===== config.mk =====
export PLATFORM = sky130hd
export DESIGN_NAME = satellite_channel_config_regs
export DESIGN_NICKNAME = d
export VERILOG_FILES = /design/src/verilog/satellite_channel_config_regs.v
export VERILOG_INCLUDE_DIRS = /design/src /design/src/verilog
export SDC_FILE = /design/constraint.sdc
export NUM_CORES = 1
export LEC_CHECK = 0
export BUFFER_PORTS_ARGS = -buffer_cell sky130_fd_sc_hd__buf_2
export CORE_MARGIN = 2
export CORE_UTILIZATION = 40
export DETAILED_ROUTE_END_ITERATION = 10
export GPL_TIMING_DRIVEN = 0
export PLACE_DENSITY = 0.59
export SKIP_CTS_REPAIR_TIMING = 1
export SKIP_LAST_GASP = 1
export SYNTH_ARGS = -nofsm -noshare
export SYNTH_HDL_FRONTEND = slang
export SYNTH_SLANG_ARGS = --single-unit
export TNS_END_PERCENT = 1

===== constraint.sdc =====
create_clock -name clock -period 4.05 [get_ports clock]
set_input_delay 1.0125 -clock clock [delete_from_list [all_inputs] [get_ports clock]]
set_output_delay 1.0125 -clock clock [all_outputs]
set_load 0.02 [all_outputs]

===== src/verilog/sat_cfg_consts.vh =====
`ifndef SAT_CFG_CONSTS_VH
`define SAT_CFG_CONSTS_VH
// command word layout
`define CMD_PARITY_BIT 15
`define CMD_SELECT_BIT 14
`define CMD_WORD_BITS 16
`define CMD_WORDS_PER_FRAME 4
// global register fields
`define GLB_WIDTH 14
`define GLB_RESET 14'h0000
`define GLB_HALL_LO 4
`define GLB_HALL_HI 7
`define GLB_PROTO_LO 8
`define GLB_PROTO_HI 11
`define GLB_PSENSE_BIT 12
// per-channel register fields
`define CH_WIDTH 14
`define CH_RESET 14'h0000
`define CH_FLUSH_BIT 13
`define CH_MASKSEL_BIT 12
`define CH_MASK_LOW 14'h33FF
`define CH_MASK_HIGH 14'h3C30
`define CH_REPLY_LO 10
`define CH_BITTIME_LO 8
`define CH_DLEN_LO 6
`define CH_SUPPLY_LO 4
`define CH_HYST_BIT 3
`define CH_THRESH_LO 0
// answer to a misplaced global write
`define REPLY_REJECT 16'hE000
// deglitch filter length in clock cycles
`define DEGLITCH_CYCLES 4
`endif


===== src/verilog/satellite_channel_config_regs.v =====
// Summary of operation
// - global bits 7:4 put channels 3/4 into hall mode, off after reset
// - global bits 11:8 choose plain or parity-checked variant per channel
// - parity mismatch on a parity-variant channel's sensor message raises a parity error report
// - parity-sense write ignored while no channel uses the parity variant
// - global bit 12 picks even/odd parity; plain channels ignore it
// - channel bit 13 set flushes that channel's message fifo
// - channel bit 12 masks which bits a channel write updates
// - channel bits 11:10 hold the reply-mode selector
// - channel bits 9:8 hold the bit-time range selector
// - channel bits 7:6 only act when channel uses the parity variant
// - bits 7:6 give data length 8,9,10 or 11 bits
// - channel bit 3 enables threshold hysteresis, off by default
// - channel bits 2:0 select the current threshold code
// - each satellite input is deglitched before the decoder
// - bits 5:4 control supply and decoder: 00 off,01 sat,10 both,11 off
// - 16-bit odd-parity words, bit 14 selects register, four per frame
// - global write honoured only as first word; else reply E000
`timescale 1ns/1ps
`include "sat_cfg_consts.vh"
module satellite_channel_config_regs #(
   parameter nchan = 4,
   parameter deglitch = `DEGLITCH_CYCLES
) (
   // clock and reset
   input wire clock,
   input wire resetn,
   // serial command port
   input wire cs_n,
   input wire sclk,
   input wire mosi,
   output reg miso,
   // satellite inputs, one per channel, raw comparator level
   input wire [nchan-1:0] sat_in,
   // received sensor message parity check inputs
   input wire [nchan-1:0] msg_done,
   input wire [nchan-1:0] msg_parity_calc,
   input wire [nchan-1:0] msg_parity_rx,
   // channel control outputs
   output reg [nchan-1:0] sat_supply_on,
   output reg [nchan-1:0] decoder_on,
   output reg [nchan-1:0] parity_variant,
   output reg parity_odd,
   output reg [2*nchan-1:0] data_len,
   output reg [2*nchan-1:0] bit_time,
   output reg [2*nchan-1:0] reply_mode,
   output reg [nchan-1:0] hyst_on,
   output reg [3*nchan-1:0] thresh,
   output reg [nchan-1:0] fifo_flush,
   output reg [nchan-1:0] parity_error,
   output reg [nchan-1:0] sat_filtered,
   output reg chan3_sense_output,
   output reg chan4_sense_output,
   output reg cmd_error
);
   // synchronisers
   reg [2:0] cs_s_r;
   reg [2:0] sclk_s_r;
   reg [1:0] mosi_s_r;
   always @(posedge clock) begin
      if (!resetn) begin
         cs_s_r <= 3'h7;
         sclk_s_r <= 3'h0;
         mosi_s_r <= 2'h0;
      end else begin
         cs_s_r <= {cs_s_r[1:0], cs_n};
         sclk_s_r <= {sclk_s_r[1:0], sclk};
         mosi_s_r <= {mosi_s_r[0], mosi};
      end
   end
   wire cs_act = ~cs_s_r[1];
   wire cs_fall = cs_s_r[2] & ~cs_s_r[1];
   wire sclk_rise = ~sclk_s_r[2] & sclk_s_r[1];
   wire sclk_fall = sclk_s_r[2] & ~sclk_s_r[1];

   // registers
   reg [`GLB_WIDTH-1:0] glb_r;
   reg [`CH_WIDTH-1:0] ch_r [0:nchan-1];
   reg [`CMD_WORD_BITS-1:0] shift_r;
   reg [3:0] bitcnt_r;
   reg [2:0] word_r;
   reg [`CMD_WORD_BITS-1:0] reply_r [0:nchan-1];
   reg [`CMD_WORD_BITS-1:0] txsh_r;
   reg [`CMD_WORD_BITS-1:0] rx_word;
   reg word_done;
   always @* begin
      rx_word = {shift_r[`CMD_WORD_BITS-2:0], mosi_s_r[1]};
      word_done = cs_act & sclk_rise & (bitcnt_r == 4'hF);
   end
   wire cmd_par_ok = ^rx_word;
   wire cmd_chan_sel = rx_word[`CMD_SELECT_BIT];
   wire [1:0] widx = word_r[1:0];
   wire any_b = |glb_r[`GLB_PROTO_HI:`GLB_PROTO_LO];
   wire [`CH_WIDTH-1:0] cur_ch = ch_r[widx];
   wire [`CH_WIDTH-1:0] wmask = rx_word[`CH_MASKSEL_BIT] ? `CH_MASK_HIGH : `CH_MASK_LOW;
   wire [`CH_WIDTH-1:0] ch_wr_val = (cur_ch & ~wmask) | (rx_word[`CH_WIDTH-1:0] & wmask);
   wire [1:0] rx_mode = rx_word[`CH_REPLY_LO+1:`CH_REPLY_LO];
   wire glb_ok = (word_r == 3'h0);

   // global value with parity-sense bit held when no channel uses parity
   reg [`GLB_WIDTH-1:0] glb_wr_val;
   always @* begin
      glb_wr_val = rx_word[`GLB_WIDTH-1:0];
      if (!any_b) begin
         glb_wr_val[`GLB_PSENSE_BIT] = glb_r[`GLB_PSENSE_BIT];
      end
   end

   // command decode and configuration writes
   integer k;
   always @(posedge clock) begin
      if (!resetn) begin
         glb_r <= `GLB_RESET;
         shift_r <= 16'h0000;
         bitcnt_r <= 4'h0;
         word_r <= 3'h0;
         cmd_error <= 1'b0;
         fifo_flush <= {nchan{1'b0}};
         for (k = 0; k < nchan; k = k + 1) begin
            ch_r[k] <= `CH_RESET;
            reply_r[k] <= 16'h0000;
         end
      end else begin
         fifo_flush <= {nchan{1'b0}};
         if (cs_fall) begin
            bitcnt_r <= 4'h0;
            word_r <= 3'h0;
            cmd_error <= 1'b0;
         end else if (cs_act && sclk_rise) begin
            shift_r <= rx_word;
            bitcnt_r <= bitcnt_r + 4'h1;
         end
         if (word_done && word_r < `CMD_WORDS_PER_FRAME) begin
            word_r <= word_r + 3'h1;
            if (!cmd_par_ok) begin
               cmd_error <= 1'b1;
            end else if (!cmd_chan_sel) begin
               if (glb_ok) begin
                  glb_r <= glb_wr_val;
                  reply_r[widx] <= {2'b11, 1'b0, glb_wr_val[12:0]};
               end else begin
                  reply_r[widx] <= `REPLY_REJECT;
               end
            end else begin
               ch_r[widx] <= ch_wr_val & ~(14'h1 << `CH_FLUSH_BIT);
               fifo_flush[widx] <= rx_word[`CH_FLUSH_BIT];
               if (rx_mode == 2'b01 && widx != 2'd0)
                  reply_r[widx] <= `REPLY_REJECT;
               else if (rx_mode == 2'b01)
                  reply_r[widx] <= {2'b11, 1'b0, glb_r[12:0]};
               else
                  reply_r[widx] <= {2'b11, 1'b0, ch_wr_val[12:0]};
            end
         end
      end
   end

   // reply shifter: word loaded at frame start and every 16 bits
   always @(posedge clock) begin
      if (!resetn) begin
         txsh_r <= 16'h0000;
         miso <= 1'b0;
      end else begin
         if (cs_fall) begin
            txsh_r <= reply_r[0];
         end else if (cs_act && sclk_fall) begin
            if (bitcnt_r == 4'h0)
               txsh_r <= reply_r[word_r[1:0]];
            else
               txsh_r <= {txsh_r[14:0], 1'b0};
         end
         miso <= cs_act ? txsh_r[15] : 1'b0;
      end
   end

   // per-channel outputs, filter and parity check
   genvar g;
   generate
      for (g = 0; g < nchan; g = g + 1) begin : chan
         reg [1:0] sync_r;
         reg [3:0] cnt_r;
         wire [1:0] sd = ch_r[g][`CH_SUPPLY_LO+1:`CH_SUPPLY_LO];
         always @(posedge clock) begin
            if (!resetn) begin
               sync_r <= 2'b00;
               cnt_r <= 4'h0;
               sat_filtered[g] <= 1'b0;
               parity_error[g] <= 1'b0;
               sat_supply_on[g] <= 1'b0;
               decoder_on[g] <= 1'b0;
               parity_variant[g] <= 1'b0;
               data_len[2*g+1:2*g] <= 2'b00;
               bit_time[2*g+1:2*g] <= 2'b00;
               reply_mode[2*g+1:2*g] <= 2'b00;
               hyst_on[g] <= 1'b0;
               thresh[3*g+2:3*g] <= 3'b000;
            end else begin
               sync_r <= {sync_r[0], sat_in[g]};
               if (sync_r[1] == sat_filtered[g]) begin
                  cnt_r <= 4'h0;
               end else if (cnt_r == deglitch - 1) begin
                  cnt_r <= 4'h0;
                  sat_filtered[g] <= sync_r[1];
               end else begin
                  cnt_r <= cnt_r + 4'h1;
               end
               parity_error[g] <= msg_done[g] & parity_variant[g]
                  & ((msg_parity_calc[g] ^ parity_odd) != msg_parity_rx[g]);
               sat_supply_on[g] <= (sd == 2'b01) | (sd == 2'b10);
               decoder_on[g] <= (sd == 2'b10);
               parity_variant[g] <= glb_r[`GLB_PROTO_LO+g];
               data_len[2*g+1:2*g] <= glb_r[`GLB_PROTO_LO+g] ?
                  ch_r[g][`CH_DLEN_LO+1:`CH_DLEN_LO] : 2'b00;
               bit_time[2*g+1:2*g] <= ch_r[g][`CH_BITTIME_LO+1:`CH_BITTIME_LO];
               reply_mode[2*g+1:2*g] <= ch_r[g][`CH_REPLY_LO+1:`CH_REPLY_LO];
               hyst_on[g] <= ch_r[g][`CH_HYST_BIT];
               thresh[3*g+2:3*g] <= ch_r[g][`CH_THRESH_LO+2:`CH_THRESH_LO];
            end
         end
      end
   endgenerate

   // global outputs and hall-mode sense pins
   always @(posedge clock) begin
      if (!resetn) begin
         parity_odd <= 1'b0;
         chan3_sense_output <= 1'b0;
         chan4_sense_output <= 1'b0;
      end else begin
         parity_odd <= glb_r[`GLB_PSENSE_BIT];
         chan3_sense_output <= glb_r[`GLB_HALL_LO] ? sat_filtered[2] :
            (glb_r[`GLB_HALL_LO+2] & ~sat_filtered[2]);
         chan4_sense_output <= glb_r[`GLB_HALL_LO+1] ? sat_filtered[3] :
            (glb_r[`GLB_HALL_LO+3] & ~sat_filtered[3]);
      end
   end
endmodule // satellite_channel_config_regs


==> metrics.md <==
| Metric | Value |
|---|---|
| Gate power share | `~4.0%` |
| Crit. End Element | `register` |
| Pre-CTS WS | `0.333 ns` |
| Die Ht | `~170 um` |
| DP HPWL | `19.8 mm` |
| Mapped Area | `about 0.011 sq mm` |
| Layout area overhead | `17.8%` |
| Top cells by area, synth | `edfxtp_1 (30%), dfxtp_1 (29%), mux4_2 (5.2%)` |
| Core area | `around 0.026 sq mm` |
| Vias in the first global route | `around 7300` |
| H-Tree Depth | `1` |
| CTS tree | `built` |
| Switching portion of total power | `a little over a fifth` |
| FP Rows | `59` |
| Crit-path cells | `inv_1 -> ha_1 -> xnor2_1 -> xnor2_1 -> xor3_2 -> nand4_2 -> clkbuf_1 -> o21ai_2` |
| Number of top-level pins | `90` |
| First-pass GRT wire length | `roughly 43 mm` |
| Clk sinks | `about 260` |
| Pin slew with the least headroom to its limit | `1.14 ns` |
| # setup viols final | `0` |
| Layout cell share with drive strength beyond 1 | `20.5%` |
| Final WL | `approximately 28 mm` |
| Top Layer Used | `met4` |
| Synth area leader | `edfxtp_1` |
| # fillers | `2400` |
| Sequential area share after synthesis | `around three fifths` |
| Unrepaired setup endpoints after global routing | `no` |
| Placer Congestion | `0.856` |
| Die footprint | `between 0.02 and 0.03 sq mm` |
| Post-layout nets | `1065` |
| Post-detailed-route count of antenna-violating nets | `0` |
| Final Total Pwr | `about 0.0058 W` |
| Cell Count, Final, Fillers Out | `1385` |
| Worst EP required | `4.20 ns` |
| First-pass iteration count of the detailed router | `5` |
| Worst path top cell family by delay | `compound AO/OA/AOI/OAI gates` |
| Multi-input gate area | `0.00410 sq mm` |
| Routed length on met1 | `12.0 mm` |
| P_sw | `~0.0012 W` |
| Fin worst setup slack | `0.523 ns` |
| Vias per cell | `around 5.4` |
| Slew headroom | `approximately a quarter` |
| Yosys Warn Count | `0` |
| Maxcap violations | `0` |
| Unique masters post-synth | `50` |
| Final Hold Viols | `0` |
| # DRC | `0` |
| Final worst-path cycle share | `87.1%` |
| Antenna violations before repair | `0` |
| Most frequent cells after synthesis | `dfxtp_1 (154), edfxtp_1 (108), nor2_1 (85)` |
| Clk pin slew, worst setup/hold paths | `around 0.060 ns` |
| Min-delay worst type | `register to register` |
| CTS Buf Count | `28` |
| Wire per inst | `between 20 and 25 um` |
| Fmax | `284 MHz` |
| Top-count cell post-synth | `dfxtp_1` |
| Final Critical Period | `around 3.5 ns` |
| CTS max path bufs | `3` |
| Power Density | `~460 mW/mm^2` |
| Total placed cells including tap cells | `roughly 1300` |
| Root buffer cell | `clkbuf_16` |
| Initial Util | `between 40% and 50%` |
| Diodes inserted | `0` |
| Post-synth EDFFs | `between 100 and 150` |
| Buf/Inv on CP | `2` |
| Initial DRC Count | `787` |
| GRT overflow | `0` |
| Largest stage delay, worst path | `approximately 0.84 ns` |
| Ys async rst share | `0%` |
| Horiz. Die Dim | `roughly 170 um` |
| Crit path launch type | `register` |
| Sequential power share | `about half` |
| Slowest CP cell | `o21ai_2` |
| Leak pwr | `~4.6 nW` |
| Main flop type after synthesis | `dfxtp_1` |
| Largest net degree at the start of global routing | `16` |
| Most used cell, CP | `xnor2_1` |
| Met3 routed WL | `2.25 mm` |
| Clk_skew | `between 0.01 and 0.015 ns` |
| Number of I/O port buffers | `between 80 and 90` |
| Mapped Cells | `a little over 900` |
| Peak VDD IR | `~0.28 mV` |
| Post-Syn Nets | `approximately 950` |
| Status | `completed` |
| Gr usage total | `about 20%` |
| Arrival time worst endpoint | `between 3 and 4 ns` |
| Vias | `between 7000 and 8000` |
| Register area | `around 0.0063 sq mm` |
| Int Power | `about 0.0046 W` |
| Hold Slack | `approximately 0.43 ns` |
| Skew-Pair Late Insertion Delay | `approximately 0.54 ns` |
| Routed met2 length | `roughly 13 mm` |
| Top-area cell type share of the netlist area | `between 30% and 40%` |
| Mapped Avg Cell Area | `11.8 sq um` |
| CP max FO | `15` |
| Max Slew Vio Count | `0` |
| WS Path Type | `register to register` |
| Synthesized flop and latch total | `around 260` |
| Clock share of power | `between 40% and 50%` |
## path summary, 6_finish.rpt
| check | cells after the start | slack (ns) | end | start |
|---|---|---|---|---|
| setup / recovery | 8 | 0.52 | reply_r[0][13] | shift_r[10] |
| setup reg to reg | 8 | 0.52 | reply_r[0][13] | shift_r[10] |
| hold / removal | 1 | 0.43 | cs_s_r[1] | cs_s_r[0] |
| hold reg to reg | 1 | 0.43 | cs_s_r[1] | cs_s_r[0] |
## logic make-up after synthesis
family	after synthesis	synth area share (%)
simple gates	320	15.3
xor+xnor	35	3.39
fa+ha+maj	16	1.86
flops	262	58.9
compound gates	137	8.96
buf+inv	81	3.24
mux	57	8.37
## metrics by stage
step	utilization [%]	TNS (ns)	instance area, sq um
3_3_place_gp	44.3	-31.01	11600
2_1_floorplan	-	0	10700
3_5_place_dp	44.5	0	11700
6_report	48.3	0	12700
4_1_cts	48.3	0	12700
5_1_grt	48.3	0	12700
## placed cells by master (no fill, tap or decap), types with 15 or more instances in the layout
master,instances
a21boi_0,22
nand2_1,83
and2_1,50
nor2b_1,24
clkbuf_16,33
clkbuf_1,34
mux2i_1,19
buf_2,101
xnor2_1,16
dfxtp_1,154
nor2_1,85
xor2_1,15
a21oi_1,33
a211oi_1,26
edfxtp_1,108
ha_1,16
nand3_1,21
inv_1,27
mux4_2,25
nor3_1,16
## registers in the layout (all words and copies together), names as in the netlist, 2 cells and up, named ones only
register / cells
data_len: 8
glb_r: 13
sclk_s_r: 3
cs_s_r: 3
txsh_r: 16
sat_filtered: 4
chan.sync_r: 8
parity_variant: 4
bitcnt_r: 4
thresh: 12
bit_time: 8
ch_r: 48
reply_mode: 8
decoder_on: 4
parity_error: 4
reply_r: 60
hyst_on: 4
chan.cnt_r: 16
fifo_flush: 4
sat_supply_on: 4
shift_r: 15
mosi_s_r: 2
word_r: 3
## worst reg2reg max path: cells and delay by family, from the launching register on
family | cells | cell delay, ns
XOR/XNOR | 3 | 0.78
AND/OR/NAND/NOR | 1 | 0.27
buffers and inverters | 2 | 0.53
AO/OA/AOI/OAI | 1 | 0.84
flip-flops | 1 | 0.42
adder cells (fa/ha/maj) | 1 | 0.31
## power groups by stage
stage               logic (W)  registers [W]  clock network, W
floorplan            0.000119        0.00294                 0
global placement     0.000225        0.00293                 0
detailed placement   0.000231        0.00293                 0
CTS                  0.000233        0.00287           0.00275
global route         0.000247        0.00288           0.00286
finish               0.000230        0.00287           0.00270
## routing by layer
metal / track usage (%) / vias up
li1: - / 3483
met1: 27.2 / 3660
met2: 32.0 / 269
met3: 3.88 / 35
met4: 4.99 / 0
met5: 0 / -
## final cells by class
type	instances	share of cell area, %
Buffer	53	1.92
Clock buffer	42	7.26
Clock inverter	10	0.692
Inverter	28	0.830
Multi-Input combinational cell	565	32.4
Sequential cell	262	50.0
Tap cell	335	3.31
Timing Repair Buffer	90	3.63
Note: power is estimated with default switching activity, not from simulation.
